### src/horizontal_timing_pkg.sv
// Shared constants and types for the horizontal blank and retrace timing block.
package horizontal_timing_pkg;

	// ----------------------------------------------------------------
	// I/O port addresses
	// ----------------------------------------------------------------
	localparam logic [15:0] EXT_INDEX_PORT  = 16'h03CE;
	localparam logic [15:0] EXT_DATA_PORT   = 16'h03CF;
	localparam logic [15:0] CRTC_INDEX_MONO = 16'h03B4;
	localparam logic [15:0] CRTC_DATA_MONO  = 16'h03B5;
	localparam logic [15:0] CRTC_INDEX_COL  = 16'h03D4;
	localparam logic [15:0] CRTC_DATA_COL   = 16'h03D5;

	// ----------------------------------------------------------------
	// Register indices
	// ----------------------------------------------------------------
	localparam logic [7:0] IDX_HBLANK_END_EXTENSION = 8'h62;
	localparam logic [7:0] IDX_HSYNC_START_LOW      = 8'h63;
	localparam logic [7:0] IDX_HSYNC_END_EXTENSION  = 8'h64;
	localparam logic [7:0] IDX_STANDARD_HTOTAL      = 8'h00;
	localparam logic [7:0] IDX_STANDARD_HSYNC_START = 8'h04;

	// ----------------------------------------------------------------
	// Field positions and masks
	// ----------------------------------------------------------------
	localparam int          HBLANK_START_BIT8_POS = 7;
	localparam int          HBLANK_END_BIT5_POS   = 7;
	localparam int          HSYNC_START_BIT8_POS  = 6;
	localparam int          HTOTAL_BIT8_POS       = 5;
	localparam int          HBLANK_END_LOW_MSB    = 4;
	localparam int          HSYNC_END_MSB         = 4;
	localparam logic [7:0]  HBLANK_END_EXT_MASK   = 8'h9F;

	// ----------------------------------------------------------------
	// Reset values and counts
	// ----------------------------------------------------------------
	localparam logic [7:0]  HBLANK_END_EXT_RESET  = 8'h00;
	localparam logic [7:0]  HSYNC_START_RESET     = 8'h00;
	localparam logic [7:0]  HSYNC_END_EXT_RESET   = 8'h00;
	localparam logic [7:0]  INDEX_RESET           = 8'h00;
	localparam logic [7:0]  RDATA_RESET           = 8'h00;
	localparam int          COUNT_W               = 10;
	localparam int          POS_W                 = 9;
	localparam int          BLANK_END_W           = 6;
	localparam int          SYNC_END_W            = 5;
	localparam logic [9:0]  HTOTAL_LAST_ADJUST    = 10'h004;
	localparam logic [9:0]  COUNT_RESET           = 10'h000;

	// ----------------------------------------------------------------
	// Host I/O request
	// ----------------------------------------------------------------
	typedef struct packed {
		logic [15:0] addr;
		logic        wr;
		logic        rd;
		logic [7:0]  wdata;
	} io_req_t;

endpackage : horizontal_timing_pkg

### src/hblank_hsync_timing.sv
// Horizontal blank and retrace timing generator with its working-set registers.
//
// Notes on behaviour
// Blank-end extension bit 7 is blank start bit 8, above the low byte.
// Blank end is six bits: extension bits 4:0 plus retrace-end bit 7.
// Blanking ends when low count bits match blank end; at most 64 clocks.
// Software sets blank end to blank start low bits plus blanking width.
// Software should end blanking one clock before display restarts.
// Clocks between blanking end and display start form the left border.
// Sync starts at a 9-bit position: low byte plus retrace-end bit 6.
// Retrace-end bit 5 is bit 8 of the horizontal total.
// Sync ends when low five count bits match retrace-end bits 4:0.
// Software sets retrace end to start low bits plus sync width.
// Software makes sync end before blanking ends.
// Blanking starts when the counter reaches the 9-bit blank start.
// Select low: standard sync-start writes (index 04) also load the set; high: extension path only.
// Blank-end extension bits 6 and 5 ignore writes and read zero.
`timescale 1ns/1ps
module hblank_hsync_timing (
	input  wire logic                           clock_i,
	input  wire logic                           rst_i,
	input  wire horizontal_timing_pkg::io_req_t io_req_i,
	input  wire logic                           working_set_select_i,
	input  wire logic [7:0]                     htotal_low_i,
	input  wire logic [7:0]                     hblank_start_low_i,
	output logic [7:0]                          io_rdata_o,
	output logic                                hblank_o,
	output logic                                hsync_o,
	output logic                                left_border_o
);

	// ----------------------------------------------------------------
	// Register port decode
	// ----------------------------------------------------------------
	logic [7:0] ext_index;
	logic [7:0] crtc_index;
	logic [7:0] hblank_end_extension;
	logic [7:0] hsync_start_low;
	logic [7:0] hsync_end_extension;
	logic [horizontal_timing_pkg::COUNT_W-1:0] char_count;

	wire logic       ext_index_wr;
	wire logic       ext_data_wr;
	wire logic       ext_data_rd;
	wire logic       ext_index_rd;
	wire logic       crtc_index_wr;
	wire logic       crtc_data_wr;
	wire logic       std_sync_wr;
	wire logic       wr_blank_ext;
	wire logic       wr_sync_low;
	wire logic       wr_sync_ext;
	wire logic [7:0] next_hblank_end_extension;
	wire logic [7:0] next_hsync_start_low;
	wire logic [7:0] next_hsync_end_extension;
	wire logic [7:0] ext_read_value;
	wire logic [7:0] next_io_rdata;

	assign ext_index_wr  = io_req_i.wr && (io_req_i.addr == horizontal_timing_pkg::EXT_INDEX_PORT);
	assign ext_index_rd  = io_req_i.rd && (io_req_i.addr == horizontal_timing_pkg::EXT_INDEX_PORT);
	assign ext_data_wr   = io_req_i.wr && (io_req_i.addr == horizontal_timing_pkg::EXT_DATA_PORT);
	assign ext_data_rd   = io_req_i.rd && (io_req_i.addr == horizontal_timing_pkg::EXT_DATA_PORT);
	assign crtc_index_wr = io_req_i.wr
		&& ((io_req_i.addr == horizontal_timing_pkg::CRTC_INDEX_MONO)
		|| (io_req_i.addr == horizontal_timing_pkg::CRTC_INDEX_COL));
	assign crtc_data_wr  = io_req_i.wr
		&& ((io_req_i.addr == horizontal_timing_pkg::CRTC_DATA_MONO)
		|| (io_req_i.addr == horizontal_timing_pkg::CRTC_DATA_COL));

	// The standard copy itself lives in the CRTC; this only mirrors it into the working set.
	assign std_sync_wr = crtc_data_wr && !working_set_select_i
		&& (crtc_index == horizontal_timing_pkg::IDX_STANDARD_HSYNC_START);

	assign wr_blank_ext = ext_data_wr && (ext_index == horizontal_timing_pkg::IDX_HBLANK_END_EXTENSION);
	assign wr_sync_low  = ext_data_wr && (ext_index == horizontal_timing_pkg::IDX_HSYNC_START_LOW);
	assign wr_sync_ext  = ext_data_wr && (ext_index == horizontal_timing_pkg::IDX_HSYNC_END_EXTENSION);

	assign next_hblank_end_extension = wr_blank_ext
		? (io_req_i.wdata & horizontal_timing_pkg::HBLANK_END_EXT_MASK)
		: hblank_end_extension;
	assign next_hsync_start_low = (wr_sync_low || std_sync_wr) ? io_req_i.wdata
		: hsync_start_low;
	assign next_hsync_end_extension = wr_sync_ext ? io_req_i.wdata : hsync_end_extension;

	assign ext_read_value =
		(ext_index == horizontal_timing_pkg::IDX_HBLANK_END_EXTENSION) ? hblank_end_extension :
		(ext_index == horizontal_timing_pkg::IDX_HSYNC_START_LOW)      ? hsync_start_low :
		(ext_index == horizontal_timing_pkg::IDX_HSYNC_END_EXTENSION)  ? hsync_end_extension :
		8'h00;
	assign next_io_rdata = ext_data_rd ? ext_read_value : (ext_index_rd ? ext_index : io_rdata_o);

	// ----------------------------------------------------------------
	// Register storage
	// ----------------------------------------------------------------
	always_ff @(posedge clock_i or posedge rst_i) begin
		if (rst_i) begin
			ext_index  <= horizontal_timing_pkg::INDEX_RESET;
			crtc_index <= horizontal_timing_pkg::INDEX_RESET;
		end else begin
			ext_index  <= ext_index_wr ? io_req_i.wdata : ext_index;
			crtc_index <= crtc_index_wr ? io_req_i.wdata : crtc_index;
		end
	end

	always_ff @(posedge clock_i or posedge rst_i) begin
		if (rst_i) begin
			hblank_end_extension <= horizontal_timing_pkg::HBLANK_END_EXT_RESET;
			hsync_start_low      <= horizontal_timing_pkg::HSYNC_START_RESET;
			hsync_end_extension  <= horizontal_timing_pkg::HSYNC_END_EXT_RESET;
			io_rdata_o           <= horizontal_timing_pkg::RDATA_RESET;
		end else begin
			hblank_end_extension <= next_hblank_end_extension;
			hsync_start_low      <= next_hsync_start_low;
			hsync_end_extension  <= next_hsync_end_extension;
			io_rdata_o           <= next_io_rdata;
		end
	end

	// ----------------------------------------------------------------
	// Timing fields
	// ----------------------------------------------------------------
	wire logic [horizontal_timing_pkg::POS_W-1:0]       blank_start;
	wire logic [horizontal_timing_pkg::BLANK_END_W-1:0] blank_end;
	wire logic [horizontal_timing_pkg::POS_W-1:0]       sync_start;
	wire logic [horizontal_timing_pkg::SYNC_END_W-1:0]  sync_end;
	wire logic [horizontal_timing_pkg::POS_W-1:0]       htotal;
	wire logic [horizontal_timing_pkg::COUNT_W-1:0]     line_last;

	assign blank_start = {hblank_end_extension[horizontal_timing_pkg::HBLANK_START_BIT8_POS],
		hblank_start_low_i};
	assign blank_end   = {hsync_end_extension[horizontal_timing_pkg::HBLANK_END_BIT5_POS],
		hblank_end_extension[horizontal_timing_pkg::HBLANK_END_LOW_MSB:0]};
	assign sync_start  = {hsync_end_extension[horizontal_timing_pkg::HSYNC_START_BIT8_POS],
		hsync_start_low};
	assign sync_end    = hsync_end_extension[horizontal_timing_pkg::HSYNC_END_MSB:0];
	assign htotal      = {hsync_end_extension[horizontal_timing_pkg::HTOTAL_BIT8_POS],
		htotal_low_i};

	// The total is programmed as characters minus five, so the count runs 0 to total+4.
	// Counting to ten bits keeps a total of 511 from overflowing.
	assign line_last = {1'b0, htotal} + horizontal_timing_pkg::HTOTAL_LAST_ADJUST;

	// ----------------------------------------------------------------
	// Character counter, clock_i being the character clock
	// ----------------------------------------------------------------
	wire logic                                      count_wrap;
	wire logic [horizontal_timing_pkg::COUNT_W-1:0] next_char_count;

	// Greater-or-equal recovers at once if software shrinks the total mid-line.
	assign count_wrap      = (char_count >= line_last);
	assign next_char_count = count_wrap ? horizontal_timing_pkg::COUNT_RESET
		: char_count + 10'h001;

	always_ff @(posedge clock_i or posedge rst_i) begin
		if (rst_i) begin
			char_count <= horizontal_timing_pkg::COUNT_RESET;
		end else begin
			char_count <= next_char_count;
		end
	end

	// ----------------------------------------------------------------
	// Blank and sync pulses
	// ----------------------------------------------------------------
	window_pulse #(
		.END_W(horizontal_timing_pkg::BLANK_END_W)
	) blank_pulse (
		.clock_i  (clock_i),
		.rst_i    (rst_i),
		.count_i  (char_count),
		.start_i  (blank_start),
		.end_i    (blank_end),
		.active_o (hblank_o)
	);

	window_pulse #(
		.END_W(horizontal_timing_pkg::SYNC_END_W)
	) sync_pulse (
		.clock_i  (clock_i),
		.rst_i    (rst_i),
		.count_i  (char_count),
		.start_i  (sync_start),
		.end_i    (sync_end),
		.active_o (hsync_o)
	);

	// ----------------------------------------------------------------
	// Left border
	// ----------------------------------------------------------------
	wire logic blank_start_hit;
	wire logic blank_end_event;
	wire logic next_left_border;

	assign blank_start_hit = (char_count == {1'b0, blank_start});
	assign blank_end_event = hblank_o && !blank_start_hit
		&& (char_count[horizontal_timing_pkg::BLANK_END_W-1:0] == blank_end);
	// Active display begins at count zero, so the border closes on the wrap.
	assign next_left_border = (count_wrap || blank_start_hit) ? 1'b0
		: (blank_end_event ? 1'b1 : left_border_o);

	always_ff @(posedge clock_i or posedge rst_i) begin
		if (rst_i) begin
			left_border_o <= 1'b0;
		end else begin
			left_border_o <= next_left_border;
		end
	end
endmodule : hblank_hsync_timing

### src/window_pulse.sv
// Registered pulse that starts on a full position match and ends on a low-bit match.
`timescale 1ns/1ps
module window_pulse #(
	parameter int END_W = 6
) (
	input  wire logic                                       clock_i,
	input  wire logic                                       rst_i,
	input  wire logic [horizontal_timing_pkg::COUNT_W-1:0]  count_i,
	input  wire logic [horizontal_timing_pkg::POS_W-1:0]    start_i,
	input  wire logic [END_W-1:0]                           end_i,
	output logic                                            active_o
);

	wire logic start_hit;
	wire logic end_hit;
	wire logic next_active;

	// Only the low END_W bits are compared, so the pulse is at most 2**END_W wide.
	assign start_hit   = (count_i == {1'b0, start_i});
	assign end_hit     = (count_i[END_W-1:0] == end_i);
	assign next_active = start_hit ? 1'b1 : (end_hit ? 1'b0 : active_o);

	always_ff @(posedge clock_i or posedge rst_i) begin
		if (rst_i) begin
			active_o <= 1'b0;
		end else begin
			active_o <= next_active;
		end
	end
endmodule : window_pulse
### config.mk
export PLATFORM = sky130hd
export DESIGN_NAME = hblank_hsync_timing
export DESIGN_NICKNAME = d
export VERILOG_FILES = /design/src/horizontal_timing_pkg.sv /design/src/hblank_hsync_timing.sv /design/src/window_pulse.sv
export SDC_FILE = /design/constraint.sdc
export NUM_CORES = 1
export LEC_CHECK = 0
export BUFFER_PORTS_ARGS = -buffer_cell sky130_fd_sc_hd__buf_4
export CORE_ASPECT_RATIO = 1.4
export CORE_MARGIN = 2
export CORE_UTILIZATION = 47
export CTS_CLUSTER_SIZE = 10
export DETAILED_ROUTE_END_ITERATION = 8
export GPL_ROUTABILITY_DRIVEN = 0
export PLACE_DENSITY = 0.68
export SYNTH_ARGS = -nofsm -noshare
export SYNTH_HDL_FRONTEND = slang
export SYNTH_HIERARCHICAL = 1
export SYNTH_SLANG_ARGS = --single-unit
### constraint.sdc
create_clock -name clock_i -period 3.48 [get_ports clock_i]
set_input_delay 0.174 -clock clock_i [delete_from_list [all_inputs] [get_ports clock_i]]
set_output_delay 0.174 -clock clock_i [all_outputs]
set_load 0.02 [all_outputs]
Yosys cells after proc, flatten, opt, wreduce, memory -nomap -nowiden --
Index checks and enable logic that the tools add are counted.
Storage, ports and cells: ROM bits 0, memories 0, logic and storage cells 62, bits in latches 0, output and inout port bits 11, flip-flop bits (word level) 59, input port bits 45, RAM bits 0
Cells by class: equal/unequal tests 14, multiplexer cells 12, shift-type cells 0, multiply operators 0, reduce and logical (&&, ||, !) cells 23, add/sub/neg operators 2, div/mod/pow operators 0, bitwise operators 0, order comparisons 1
Operators with widths (count):
- == test 16 x 10 -> 1 bit (second input constant) | 6
- 2-to-1 mux 8 bit | 5
- == test 8 x 7 -> 1 bit (second input constant) | 3
- == test 10 x 9 -> 1 bit | 2
- logical AND 1 bit | 13
- adder 10 x 1 -> 10 bit (second input constant) | 1
- adder 9 x 3 -> 10 bit (second input constant) | 1
- greater-or-equal comparator 10 bit | 1
- 2-to-1 mux 10 bit | 1
- == test 8 x 3 -> 1 bit (second input constant) | 1
- nonzero test 2 bit | 4
- == test 6 bit | 1
- 2-to-1 mux 1 bit | 6
- == test 5 bit | 1
- logical OR 1 bit | 4
- logical NOT 1 bit | 2

Depth between registers and ports, before layout --
Gate-level depths: netlist of the first run.
word-level depth 6, depth in mapped cells 10, gate-level depth less buffers 9

Cells and area by module --
Netlist of the first run, hierarchy kept.
Modules (own cells, without submodules):
- hblank_hsync_timing | instances 1, cells an instance 280, area each 3085.5 µm², sequential area each 1426.4 µm²
- window_pulse at blank_pulse | instances 1, cells an instance 22, area each 207.7 µm², sequential area each 25.0 µm²
- window_pulse at sync_pulse | instances 1, cells an instance 21, area each 185.2 µm², sequential area each 25.0 µm²

Worst setup path before layout of the first run --
Ideal clock, no wire load.
path kind register to register, from register char_count[0] (netlist bit), to register char_count[2] (netlist bit), buffers on the path 2, clock period less this slack 2.022 ns, arrival 1.890 ns, path slack 1.458 ns, stages on the path, launching flop included 10, library setup time 0.132 ns, data required time 3.348 ns, cell sequence dfrtp_1 -> clkbuf_1 -> inv_1 -> ha_1 -> nor2b_1 -> o21ai_0 -> a41oi_1 -> o21ai_0 -> clkbuf_1 -> nor2_1
Between the ends: word-level cells in the longest chain between the ends 2, elaborated cells on any way between the ends 3, those cells by class 1 x add/sub; 1 x order compare; 1 x mux
RTL lines:
- start: declaration | RTL line hblank_hsync_timing.sv:40 | logic [horizontal_timing_pkg::COUNT_W-1:0] char_count;
- start signal: assignment | RTL line hblank_hsync_timing.sv:155 | char_count <= horizontal_timing_pkg::COUNT_RESET;
- start signal: assignment | RTL line hblank_hsync_timing.sv:157 | char_count <= next_char_count;
- adder 10 x 1 -> 10 bit or greater-or-equal comparator 10 bit (tied branches) | RTL line hblank_hsync_timing.sv:151, hblank_hsync_timing.sv:149
- 2-to-1 mux 10 bit (*) | RTL line hblank_hsync_timing.sv:150 | assign next_char_count = count_wrap ? horizontal_timing_pkg::COUNT_RESET
- net next_char_count (one bit) | RTL line hblank_hsync_timing.sv:146 | wire logic [horizontal_timing_pkg::COUNT_W-1:0] next_char_count;
The timed path passes the listed nets; every way through them passes the cells marked *. A chain may end at the register's enable or synchronous reset.

Worst setup path after layout of the first run --
from register ext_index[4], to register hsync_end_extension[5]
Between the ends: word-level cells in the longest chain between the ends 2
RTL lines:
- start: declaration | RTL line hblank_hsync_timing.sv:35 | logic [7:0] ext_index;
- start signal: assignment | RTL line hblank_hsync_timing.sv:96 | ext_index <= horizontal_timing_pkg::INDEX_RESET;
- start signal: assignment | RTL line hblank_hsync_timing.sv:99 | ext_index <= ext_index_wr ? io_req_i.wdata : ext_index;
- == test 8 x 7 -> 1 bit | RTL line hblank_hsync_timing.sv:75 | assign wr_sync_ext = ext_data_wr && (ext_index == horizontal_timing_pkg::IDX_HSYNC_END_EXTENSION);
- logical AND 1 bit | RTL line hblank_hsync_timing.sv:75
- end signal: assignment | RTL line hblank_hsync_timing.sv:108 | hsync_end_extension <= horizontal_timing_pkg::HSYNC_END_EXT_RESET;
- end signal: assignment | RTL line hblank_hsync_timing.sv:113 | hsync_end_extension <= next_hsync_end_extension;
- end: declaration | RTL line hblank_hsync_timing.sv:39 | logic [7:0] hsync_end_extension;
Every way passes these cells.

==> results.rst, run 1 <==
.. list-table::
   :header-rows: 1

   * - Metric
     - Value
   * - Result of the run
     - finished clean
   * - Library cell occupying the most area in the post-synthesis netlist
     - sky130_fd_sc_hd__dfrtp_1
   * - Setup TNS after final layout
     - 0 ns
   * - Power per cell area
     - 490 nW/um^2
   * - Post-synthesis instance area
     - 3480 sq um
   * - Max-slew violation total from the final report
     - 0
   * - CP Cell Sequence
     - nor4b_1 > nand4_2 > nor3_4 > mux2_2
   * - Number of cell instances on the worst register-to-register path
     - 4
   * - Area after DPL
     - 3990 sq um
   * - Mean routed wirelength per cell
     - 16.9 microns
   * - Startpoint Class
     - flip-flop
   * - Critical Path RT
     - 3.70 ns
   * - Fin util
     - 57.8%
   * - Async set-reset flop share out of synthesis
     - 100%
   * - Sequential cell area
     - 1480 sq um
   * - Worst reg2reg endpoint
     - hsync_end_extension[5]$_DFFE_PP0P_
   * - Top cells by instance count after synthesis
     - sky130_fd_sc_hd__dfrtp_1 (59), sky130_fd_sc_hd__mux2_2 (38), sky130_fd_sc_hd__xnor2_1 (38)
   * - Synthesized instance count
     - 323
   * - Parity-gate share of the synthesized area counting xor and xnor cells
     - 14.6%
   * - M3 GR Usage
     - 4.37%
   * - Worst-case hold path end point
     - ext_index[3]$_DFFE_PP0P_
   * - Main combinational cell family by area after synthesis
     - simple AND/OR/NAND/NOR gates
   * - P_leak
     - a little under 2 nW
   * - Warnings, synthesis
     - 6
   * - Area enclosed by the die boundary
     - between 8000 and 9000 sq um
   * - Clock Pin Slew Worst Setup and Hold Paths
     - 0.06 ns
   * - Synth top area cells
     - sky130_fd_sc_hd__dfrtp_1 (42%), sky130_fd_sc_hd__mux2_2 (12%), sky130_fd_sc_hd__xnor2_1 (9.6%), sky130_fd_sc_hd__xor2_1 (5.0%), sky130_fd_sc_hd__ha_1 (4.3%)
   * - Total Routing Usage GR
     - 21.7%
   * - Most used routing layer
     - met2
   * - Final routed wirelength across all metal layers
     - 8.15 mm
   * - Syn Nets
     - 380
   * - Remaining Overflow, GRT
     - 0
   * - Setup repair bufs after CTS
     - 0
   * - Vias per cell
     - 5.44
   * - Highest achievable clock rate
     - 0.466 GHz
   * - Fraction of final layout cells sized beyond drive strength 1
     - a little under a third
   * - First DRT Iteration DRCs
     - 95
   * - Most frequently used cell type in the post-synthesis netlist
     - sky130_fd_sc_hd__dfrtp_1
   * - Footprint of the multi-input gates
     - between 1500 and 2000 sq um
   * - Avg Inst Size Synth
     - 10.8 sq um
   * - Via count of the first global-routing pass
     - around 2800
   * - Number of nets with antenna violations after detailed routing
     - 0
   * - H-tree levels
     - 3
   * - First-pass GRT wire length
     - 13.6 mm
   * - Router iterations before antenna repair
     - 4
   * - Number of top-level design ports
     - 56
   * - Type of the worst setup path
     - flip-flop to flip-flop
   * - Final number of setup-violating endpoints
     - 0
   * - Worst Hold Launch
     - io_req_i[3]
   * - Antenna Cells
     - 0
   * - Adder-cell share of the synthesized area
     - approximately 4.3%
   * - Buffers from clock root to sink, at most
     - 2
   * - Synth unique cells
     - 42
   * - RR Startpoint
     - ext_index[4]$_DFFE_PP0P_
   * - Synthesized-area fraction occupied by ao, oa, aoi and oai cells
     - 8.27%
   * - Placed wire-length estimate
     - 6.15 mm
   * - Layout Area Growth over Synthesis
     - 20.9%
   * - Share of synthesized area occupied by flip-flops and latches
     - 42.4%
   * - Number of hold-slack violations in the final timing report
     - 0
   * - Number of cell rows
     - 37
   * - Vert. Die Dim
     - 106 microns
   * - TritonCTS Sinks
     - 59
   * - Residual DRC count
     - 0
   * - Antenna violations before repair
     - 0
   * - Fillers
     - 645
   * - TritonCTS clock tree
     - done
   * - Global routing usage on met2
     - 41.2%
   * - Nets
     - 438
   * - Number of flops mapped to enable cells by yosys
     - 0
   * - Peak supply drop
     - 0.321 mV
   * - Hold-critical path depth
     - 2
   * - Cell with the largest stage delay on the worst path
     - sky130_fd_sc_hd__nor4b_1
   * - Fraction of the mapped netlist area in simple logic gates
     - 16.0%
   * - Port bufs
     - 55
   * - Pin count of the biggest net entering global routing
     - 30
   * - Seq cells post-synth
     - 59
   * - Power Total
     - slightly above 2 mW
   * - Worst max-slew margin expressed relative to the limit
     - 24.3%
   * - Met1 Usage GRT
     - between 20% and 30%
   * - Post-route clock skew
     - 0.0115 ns
   * - Post-route worst hold slack
     - about 0.11 ns
   * - Later-pin clock latency in the skew report
     - around 0.34 ns
   * - Post-synth top area share
     - 42.4%
   * - CTS Buf Count
     - 9
   * - Path type of the worst min-delay path
     - input pin to flip-flop
   * - Register-to-register path setup slack
     - 1.33 ns
   * - Multiplexer fraction of the synthesized cell area
     - ~12%
   * - Largest stage delay, worst path
     - 0.52 ns
   * - Root Driver
     - sky130_fd_sc_hd__clkbuf_8
   * - Min Tclk post-route
     - 2.15 ns
   * - Max capacitance violation total
     - 0
   * - Cells resized by post-CTS repair
     - 0
   * - Worst Setup End Kind
     - flip-flop
   * - Via count of the routed design
     - 2628
   * - Most frequently used flop master after synthesis
     - sky130_fd_sc_hd__dfrtp_1
   * - Placeable core region
     - about 7300 sq um
   * - Die W
     - 76.7 microns
   * - Setup repair after global routing missed its margin
     - no
   * - Peak fanout along the critical path
     - 8
   * - Worst Tran Pin Value
     - about 1.1 ns
   * - Crit path DAT
     - 2.36 ns
   * - Share of the clock period used by the worst path after layout
     - approximately 62%
   * - Non-Filler Cell Area, Final
     - 4200 sq um
   * - Starting density of the core
     - 47.9%
[area by class of cell]
type | instances | share of cell area [%]
clock buffers | 11 | 3.13
clock inverters | 5 | 1.85
inverters | 8 | 0.714
multi-input cells | 245 | 45.9
flip-flops and latches | 59 | 35.1
well taps | 97 | 2.89
repair buffers | 58 | 10.4
[worst max path at each step]
| stage | endpoint | depth (start not counted) | from |
|---|---|---|---|
| finish | hsync_end_extension[5]$_DFFE_PP0P_ | 4 | ext_index[4]$_DFFE_PP0P_ |
| global route | hsync_end_extension[4]$_DFFE_PP0P_ | 4 | ext_index[4]$_DFFE_PP0P_ |
| CTS | hsync_end_extension[5]$_DFFE_PP0P_ | 4 | ext_index[4]$_DFFE_PP0P_ |
| detailed placement | hsync_end_extension[5]$_DFFE_PP0P_ | 4 | ext_index[4]$_DFFE_PP0P_ |
| global placement | hsync_end_extension[7]$_DFFE_PP0P_ | 4 | ext_index[4]$_DFFE_PP0P_ |
| floorplan | char_count[2]$_DFF_PP0_ | 9 | char_count[0]$_DFF_PP0_ |
[sequential cells by signal, summed over array words and instances (netlist names), 6 cells and up]
signal                count
crtc_index                8
ext_index                 8
char_count               10
io_rdata_o                8
hsync_start_low           8
hblank_end_extension      6
hsync_end_extension       8
[timing repair]
action / in CTS / in global routing
hold endpoints to repair: 30 / 0
setup endpoints to repair: 0 / 0
hold buffers: 1 / 0
[where the power goes]
part | internal [mW] | total (mW) | switching, mW
logic | 0.268 | 0.495 | 0.227
clock network | 0.401 | 0.667 | 0.266
registers | 0.735 | 0.900 | 0.165
[worst max-delay path: cells and delay by family, from the launching register on]
family / cells / cell delay, ns
DFF: 1 / 0.39
and+or+nand+nor: 3 / 1.25
muxes: 1 / 0.39
[routing by layer]
| layer | share of wire [%] | up-vias |
|---|---|---|
| met5 | 0 | - |
| met4 | 1.7 | 0 |
| met3 | 3.3 | 12 |
| met2 | 55 | 57 |
| met1 | 40 | 1284 |
| li1 | - | 1275 |
[metrics by stage]
stage / cells / setup WS, ns
global route: 483 / 1.20
CTS: 483 / 1.35
floorplan: 323 / 1.46
detailed placement: 466 / 1.36
finish: 483 / 1.33
global placement: 466 / 1.38
[cell families (layout without fill, tap and decap cells)]
group / count (synthesis) / after routing
and+or+nand+nor: 95 / 95
DFF: 59 / 59
xor gates and xnor gates: 58 / 58
AOI/OAI and AO/OA: 42 / 42
muxes: 38 / 38
buffers and inverters: 19 / 82
adders and majority gates: 12 / 12
[placed cells by master (no fill, tap or decap), types with 7 or more instances in the layout]
cell type / count
sky130_fd_sc_hd__nand2_1: 16
sky130_fd_sc_hd__buf_4: 57
sky130_fd_sc_hd__ha_1: 12
sky130_fd_sc_hd__o21ai_0: 8
sky130_fd_sc_hd__a21oi_1: 11
sky130_fd_sc_hd__clkbuf_8: 9
sky130_fd_sc_hd__xnor2_1: 38
sky130_fd_sc_hd__inv_1: 7
sky130_fd_sc_hd__nor2_1: 24
sky130_fd_sc_hd__nand3_1: 9
sky130_fd_sc_hd__dfrtp_1: 59
sky130_fd_sc_hd__xor2_1: 20
sky130_fd_sc_hd__mux2_2: 38
sky130_fd_sc_hd__a22oi_1: 12
sky130_fd_sc_hd__nand4_1: 13
No activity file was read; power rests on OpenSTA's default activity.
==> inputs of run 2 (changes only) <==
--- a/config.mk
+++ b/config.mk
@@ -12,7 +12,7 @@
 export CTS_CLUSTER_SIZE = 10
 export DETAILED_ROUTE_END_ITERATION = 8
 export GPL_ROUTABILITY_DRIVEN = 0
-export PLACE_DENSITY = 0.68
+export PLACE_DENSITY = 0.71
 export SYNTH_ARGS = -nofsm -noshare
 export SYNTH_HDL_FRONTEND = slang
 export SYNTH_HIERARCHICAL = 1
==> constraint.sdc (replaced) <==
create_clock -name clock_i -period 1.9 [get_ports clock_i]
set_input_delay 0.095 -clock clock_i [delete_from_list [all_inputs] [get_ports clock_i]]
set_output_delay 0.095 -clock clock_i [all_outputs]
set_load 0.02 [all_outputs]
==> run 2 against run 1 <==
Net effect:
- fmax is 18% higher
- cell area is 4.0% higher
- sequential power is 59% higher
- wire length is 1.4% higher
- sequential share of layout area is 1.4 points lower
- die area stayed put
- total power is 90% higher
- register-to-register slack worse by 1.2 ns
==> results.rst, run 2 (synthesized netlist as in run 1, its figures left out) <==
.. list-table::
   :header-rows: 1

   * - Metric
     - Value
   * - Result of the run
     - finished clean
   * - P_leak
     - 2.06 nW (+5.2%)
   * - Number of cell rows
     - 37 (unchanged)
   * - Final routed wirelength across all metal layers
     - 8.27 mm (+1.4%)
   * - Post-route worst hold slack
     - 0.0252 ns (-0.0876 ns)
   * - Clock Pin Slew Worst Setup and Hold Paths
     - 0.07 ns (about the same)
   * - Power per cell area
     - 895 nW/um^2 (+82%)
   * - Die W
     - 76.7 microns (unchanged)
   * - Worst max-slew margin expressed relative to the limit
     - 63.5% (+39 points)
   * - Vert. Die Dim
     - 106 microns (unchanged)
   * - CP top delay family
     - compound AO/OA/AOI/OAI gates
   * - Peak fanout along the critical path
     - 8 (unchanged)
   * - Mean routed wirelength per cell
     - 16.5 microns (-2.2%)
   * - H-tree levels
     - 3 (unchanged)
   * - Fin util
     - 60.2% (+2.3 points)
   * - Placeable core region
     - 7270 sq um (unchanged)
   * - Area enclosed by the die boundary
     - 8110 sq um (unchanged)
   * - Later-pin clock latency in the skew report
     - 0.34 ns (about the same)
   * - CP Cell Sequence
     - nor4b_2 > buf_4 > and4_1 > o21ai_2 > mux2_2
   * - Worst reg2reg endpoint
     - hsync_start_low[7]$_DFFE_PP0P_
   * - Number of nets with antenna violations after detailed routing
     - 0 (unchanged)
   * - Crit path DAT
     - 2.03 ns (-0.33 ns)
   * - Total Routing Usage GR
     - 21.8% (+0.063 points)
   * - First DRT Iteration DRCs
     - 73 (-23%)
   * - Number of flip-flops under the largest register name
     - 10 (unchanged)
   * - Max-slew violation total from the final report
     - 0 (unchanged)
   * - Worst-case hold path end point
     - hsync_start_low[6]$_DFFE_PP0P_
   * - Setup repair bufs after CTS
     - 0 (unchanged)
   * - Worst Hold Launch
     - io_req_i[6]
   * - Most frequent standard cell in the layout excluding fill and tap cells
     - sky130_fd_sc_hd__buf_4
   * - Layout Area Growth over Synthesis
     - 25.7%
   * - Peak supply drop
     - 0.590 mV (+84%)
   * - TritonCTS Sinks
     - 59 (unchanged)
   * - Cell with the largest stage delay on the worst path
     - sky130_fd_sc_hd__o21ai_2
   * - Non-Filler Cell Area, Final
     - 4370 sq um (+4.0%)
   * - Buffers from clock root to sink, at most
     - 2 (unchanged)
   * - Critical Path RT
     - 2.12 ns (-1.58 ns)
   * - Root Driver
     - sky130_fd_sc_hd__clkbuf_8
   * - Largest stage delay, worst path
     - 0.41 ns (-0.11 ns)
   * - Pin count of the biggest net entering global routing
     - 25 (-17%)
   * - Residual DRC count
     - 0 (unchanged)
   * - Router iterations before antenna repair
     - 5 (+1)
   * - Remaining Overflow, GRT
     - 0 (unchanged)
   * - Worst Tran Pin Value
     - 0.540 ns (-0.586 ns)
   * - Path type of the worst min-delay path
     - input pin to flip-flop
   * - Setup repair after global routing missed its margin
     - no
   * - Number of standard cells in the layout, taps in and fillers out
     - 501 (+3.7%)
   * - Worst path buffer plus inverter count
     - 1 (+1)
   * - Nets
     - 456 (+4.1%)
   * - Vias per cell
     - 5.46 (+0.41%)
   * - Type of the worst setup path
     - flip-flop to flip-flop
   * - Total instance count after detailed placement
     - 484 (+3.9%)
   * - Number of cell instances on the worst register-to-register path
     - 5 (+1)
   * - Antenna violations before repair
     - 0 (unchanged)
   * - Via count of the routed design
     - 2737 (+4.1%)
   * - Placed wire-length estimate
     - 6.27 mm (+2.0%)
   * - Highest-count cells in the layout ignoring fill and taps
     - sky130_fd_sc_hd__buf_4 (73), sky130_fd_sc_hd__dfrtp_1 (59), sky130_fd_sc_hd__mux2_2 (38), sky130_fd_sc_hd__xnor2_1 (38), sky130_fd_sc_hd__nor2_1 (24)
   * - Via count of the first global-routing pass
     - 2847 (+2.2%)
   * - Crit path setup slack, layout
     - 0.0870 ns (-1.25 ns)
   * - First-pass GRT wire length
     - 13.6 mm (about the same)
   * - Antenna Cells
     - 0 (unchanged)
   * - CTS Buf Count
     - 9 (unchanged)
   * - Area after DPL
     - 4150 sq um (+4.0%)
   * - Min Tclk post-route
     - 1.81 ns (-0.333 ns)
   * - Starting density of the core
     - 47.9% (unchanged)
   * - Hold-critical path depth
     - 2 (unchanged)
   * - Register ranked first by flip-flop count
     - char_count
   * - Number of hold-slack violations in the final timing report
     - 0 (unchanged)
   * - Post-route clock skew
     - 0.00900 ns (-0.00245 ns)
   * - Number of top-level design ports
     - 56 (unchanged)
   * - RR Startpoint
     - ext_index[6]$_DFFE_PP0P_
   * - Power Total
     - 3.91 mW (+90%)
   * - Setup TNS after final layout
     - 0 ns (unchanged)
   * - TritonCTS clock tree
     - done
   * - Final number of setup-violating endpoints
     - 0 (unchanged)
   * - Max capacitance violation total
     - 0 (unchanged)
   * - Register-to-register path setup slack
     - 0.09 ns (-1.25 ns)
   * - Fraction of final layout cells sized beyond drive strength 1
     - 34.7% (+3.6 points)
   * - Highest achievable clock rate
     - 0.552 GHz (+18%)
   * - Share of the clock period used by the worst path after layout
     - 95.4% (+34 points)
   * - Port bufs
     - 55 (unchanged)
   * - Startpoint Class
     - flip-flop
   * - Worst Setup End Kind
     - flip-flop
   * - Worst slack after detailed placement
     - -0.0761 ns (-1.44 ns)
run 2: what timing repair did:
item / 4_1_cts / 5_1_grt
resized for setup: 0 / 2
endpoints found under the hold margin: 24 / 0
setup endpoints to repair: 0 / 16
hold buffers: 1 / 0
run 2: worst register-to-register path, delay by kind of cell, from the launching register on:
family	cells	cell delay, ns
simple gates	2	0.35
mux	1	0.40
buf+inv	1	0.14
flops	1	0.40
compound gates	1	0.41
run 2: final cells by class:
type                    count  area, sq um
well taps                  97          121
fillers                   619         2900
multi-input cells         245         1940
clock buffers              11          131
flip-flops and latches     59         1480
repair buffers             76          598
inverters                   8         30.0
clock inverters             5         77.6
run 2: how the worst max path moves through the flow:
stage	start	to	slack, ns	depth (start not counted)
after floorplan	ext_index[4]$_DFFE_PP0P_	hsync_end_extension[0]$_DFFE_PP0P_	0.04	4
after global placement	htotal_low_i[4]	left_border_o$_DFFE_PP0P_	0.03	11
after detailed placement	htotal_low_i[4]	left_border_o$_DFFE_PP0P_	-0.08	11
after CTS	ext_index[4]$_DFFE_PP0P_	hsync_end_extension[4]$_DFFE_PP0P_	0.02	6
after global routing	ext_index[4]$_DFFE_PP0P_	hsync_end_extension[4]$_DFFE_PP0P_	0.009	6
final	ext_index[6]$_DFFE_PP0P_	hsync_start_low[7]$_DFFE_PP0P_	0.09	5
run 2: routing by layer:
metal	track usage (%)	up-vias	routed length, microns
met5	0	-	0
met3	5.14	15	295
li1	-	1306	-
met4	9.09	0	203
met1	23.5	1353	3200
met2	40.3	63	4570
run 2: power by group:
part           switching [mW]  internal, mW
logic                   0.681         0.577
registers              0.0742          1.35
clock network           0.495         0.734
total                    1.25          2.66
==> inputs of run 3 (changes only) <==
--- a/config.mk
+++ b/config.mk
@@ -6,13 +6,15 @@
 export NUM_CORES = 1
 export LEC_CHECK = 0
 export BUFFER_PORTS_ARGS = -buffer_cell sky130_fd_sc_hd__buf_4
+export CELL_PAD_IN_SITES_DETAIL_PLACEMENT = 0
+export CELL_PAD_IN_SITES_GLOBAL_PLACEMENT = 1
 export CORE_ASPECT_RATIO = 1.4
 export CORE_MARGIN = 2
-export CORE_UTILIZATION = 47
+export CORE_UTILIZATION = 40
 export CTS_CLUSTER_SIZE = 10
 export DETAILED_ROUTE_END_ITERATION = 8
 export GPL_ROUTABILITY_DRIVEN = 0
-export PLACE_DENSITY = 0.71
+export PLACE_DENSITY_LB_ADDON = 0.1
 export SYNTH_ARGS = -nofsm -noshare
 export SYNTH_HDL_FRONTEND = slang
 export SYNTH_HIERARCHICAL = 1
==> run 3 against run 2 <==
Net effect:
- clock power grew 45%
- sequential share of layout area down 1.2 points
- global-route usage fell by 2.0 points
- register-to-register slack better by 0.02 ns
- critical path type unchanged
- largest power group is now clock
==> results.rst, run 3 (synthesized netlist as in run 1, its figures left out) <==
.. list-table::
   :header-rows: 1

   * - Metric
     - Value
   * - Number of cell rows
     - 40 (+8.1%)
   * - TritonCTS Sinks
     - 59 (unchanged)
   * - Remaining Overflow, GRT
     - 0 (unchanged)
   * - Router iterations before antenna repair
     - 4 (-1)
   * - Share of the clock period used by the worst path after layout
     - 94.5% (-0.93 points)
   * - Pin count of the biggest net entering global routing
     - 31 (+24%)
   * - Power share of the sequential group
     - 32.0% (-4.4 points)
   * - RR Startpoint
     - ext_index[3]$_DFFE_PP0P_
   * - Worst max-slew margin expressed relative to the limit
     - 57.4% (-6.1 points)
   * - H-tree levels
     - 3 (unchanged)
   * - Net switching power
     - 1.32 mW (+5.6%)
   * - Antenna Cells
     - 0 (unchanged)
   * - Placeable core region
     - 8510 sq um (+17%)
   * - Startpoint Class
     - flip-flop
   * - Crit path setup slack, layout
     - 0.105 ns (+0.0176 ns)
   * - Nets
     - 456 (unchanged)
   * - Peak supply drop
     - 0.554 mV (-6.1%)
   * - Number of cell instances on the worst register-to-register path
     - 6 (+1)
   * - Vert. Die Dim
     - 114 microns (+8.1%)
   * - Fin util
     - 53.4% (-6.8 points)
   * - Max capacitance violation total
     - 0 (unchanged)
   * - Final routed wirelength across all metal layers
     - 8.88 mm (+7.4%)
   * - First-pass GRT wire length
     - 14.6 mm (+7.5%)
   * - Number of top-level design ports
     - 56 (unchanged)
   * - Cell with the largest stage delay on the worst path
     - sky130_fd_sc_hd__dfrtp_1
   * - Worst reg2reg endpoint
     - hsync_end_extension[7]$_DFFE_PP0P_
   * - Layout Area Growth over Synthesis
     - 30.5%
   * - Largest stage delay, worst path
     - 0.41 ns (about the same)
   * - Post-route clock skew
     - 0.00558 ns (-0.00342 ns)
   * - Worst Setup End Kind
     - flip-flop
   * - TritonCTS clock tree
     - done
   * - Antenna violations before repair
     - 0 (unchanged)
   * - Setup repair after global routing missed its margin
     - no
   * - Total Routing Usage GR
     - 19.8% (-2.0 points)
   * - Number of flip-flops under the largest register name
     - 10 (unchanged)
   * - Logic pwr share
     - 28.3% (-3.8 points)
   * - Residual DRC count
     - 0 (unchanged)
   * - Final number of setup-violating endpoints
     - 0 (unchanged)
   * - P_leak
     - 2.13 nW (+3.3%)
   * - Via count of the first global-routing pass
     - 2795 (-1.8%)
   * - Critical Path RT
     - 2.11 ns (about the same)
   * - Number of nets with antenna violations after detailed routing
     - 0 (unchanged)
   * - Portion of total power attributed to the clock network
     - 39.8% (+8.4 points)
   * - Placed wire-length estimate
     - 6.68 mm (+6.5%)
   * - CP Cell Sequence
     - nor4b_2 > buf_4 > nand4_4 > nor3_4 > buf_12 > mux2_2
   * - Highest-count cells in the layout ignoring fill and taps
     - sky130_fd_sc_hd__buf_4 (72), sky130_fd_sc_hd__dfrtp_1 (59), sky130_fd_sc_hd__mux2_2 (38), sky130_fd_sc_hd__xnor2_1 (38), sky130_fd_sc_hd__nor2_1 (24)
   * - Vias per cell
     - 5.37 (-1.7%)
   * - Later-pin clock latency in the skew report
     - 0.33 ns (about the same)
   * - Sw Ratio
     - 29.5% (-2.4 points)
   * - Die W
     - 82.8 microns (+8.0%)
   * - Power per cell area
     - 984 nW/um^2 (+10%)
   * - CTS Buf Count
     - 9 (unchanged)
   * - Post-route worst hold slack
     - 0.0404 ns (+0.0151 ns)
   * - Non-Filler Cell Area, Final
     - 4540 sq um (+3.8%)
   * - Internal power
     - 3.15 mW (+18%)
   * - Register-to-register path setup slack
     - 0.10 ns (+0.02 ns)
   * - Max-slew violation total from the final report
     - 0 (unchanged)
   * - Worst Hold Launch
     - io_req_i[0]
   * - Crit path DAT
     - 2.00 ns (-0.03 ns)
   * - Min Tclk post-route
     - 1.80 ns (-0.0176 ns)
   * - Worst setup path start
     - ext_index[3]$_DFFE_PP0P_
   * - Most frequent standard cell in the layout excluding fill and tap cells
     - sky130_fd_sc_hd__buf_4
   * - Area after DPL
     - 4170 sq um (+0.54%)
   * - Worst slack after detailed placement
     - -0.0361 ns (+0.0400 ns)
   * - Worst setup path end
     - hsync_end_extension[7]$_DFFE_PP0P_
   * - Root Driver
     - sky130_fd_sc_hd__clkbuf_16
   * - Worst Tran Pin Value
     - 0.631 ns (+0.0908 ns)
   * - Type of the worst setup path
     - flip-flop to flip-flop
   * - Buffers from clock root to sink, at most
     - 2 (unchanged)
   * - Highest achievable clock rate
     - 0.557 GHz (+0.98%)
   * - Fraction of final layout cells sized beyond drive strength 1
     - 35.1% (+0.50 points)
   * - Register ranked first by flip-flop count
     - char_count
   * - Mean routed wirelength per cell
     - 17.5 microns (+5.7%)
   * - Port bufs
     - 55 (unchanged)
   * - Starting density of the core
     - 40.9% (-7.0 points)
   * - Path type of the worst min-delay path
     - input pin to flip-flop
   * - Area enclosed by the die boundary
     - 9470 sq um (+17%)
   * - First DRT Iteration DRCs
     - 100 (+37%)
   * - Via count of the routed design
     - 2734 (-0.11%)
   * - Number of hold-slack violations in the final timing report
     - 0 (unchanged)
   * - Setup repair bufs after CTS
     - 0 (unchanged)
   * - Clock Pin Slew Worst Setup and Hold Paths
     - 0.05 ns (-0.02 ns)
   * - Peak fanout along the critical path
     - 8 (unchanged)
   * - Result of the run
     - finished clean
==> run 3: how the worst min path moves through the flow <==
stage | end | slack, ns | depth (start not counted)
final | hblank_end_extension[0]$_DFFE_PP0P_ | 0.04 | 2
after global routing | hblank_end_extension[0]$_DFFE_PP0P_ | 0.04 | 2
after CTS | hblank_end_extension[0]$_DFFE_PP0P_ | 0.04 | 2
after detailed placement | blank_pulse/active_o$_DFFE_PP0P_ | -0.04 | 2
after global placement | blank_pulse/active_o$_DFFE_PP0P_ | -0.04 | 2
after floorplan | blank_pulse/active_o$_DFFE_PP0P_ | -0.18 | 1
==> run 3: repair_timing <==
item	CTS	global route
hold buffers	1	0
endpoints found under the hold margin	29	0
pin swaps	0	2
endpoints found under the setup margin	8	28
gates resized for setup	1	4
==> run 3: final cells by class <==
cell class              count  area, sq um
inverters                   8         30.0
flip-flops and latches     59         1480
repair buffers             76          611
fillers                   813         3970
clock inverters             4         72.6
clock buffers              12          256
well taps                 105          131
multi-input cells         245         1960
==> run 3: power by group through the flow <==
stage / Combinational (mW) / Clock, mW / Sequential, mW
after global routing: 1.40 / 1.85 / 1.44
after floorplan: 0.687 / 0 / 1.57
after global placement: 1.26 / 0 / 1.45
final: 1.26 / 1.78 / 1.43
after CTS: 1.28 / 1.79 / 1.43
after detailed placement: 1.28 / 0 / 1.45
==> run 3: through the flow <==
stage	cells	setup TNS, ns	power [mW]
6_report	509	0	4.47
4_1_cts	509	0	4.51
2_1_floorplan	323	0	2.26
3_3_place_gp	492	0	2.71
3_5_place_dp	492	-0.0407	2.73
5_1_grt	509	0	4.69
==> run 3: metal layers <==
metal / global-route usage (%) / wire length [microns]
met1: 24.3 / 3800
met2: 34.6 / 4590
met3: 4.11 / 343
met4: 6.89 / 149
met5: 0 / 0
==> run 3: worst max-delay path: cells and delay by family, from the launching register on <==
family                 cells  cell delay (ns)
and+or+nand+nor            3             0.62
DFF                        1             0.41
buffers and inverters      2             0.32
muxes                      1             0.33
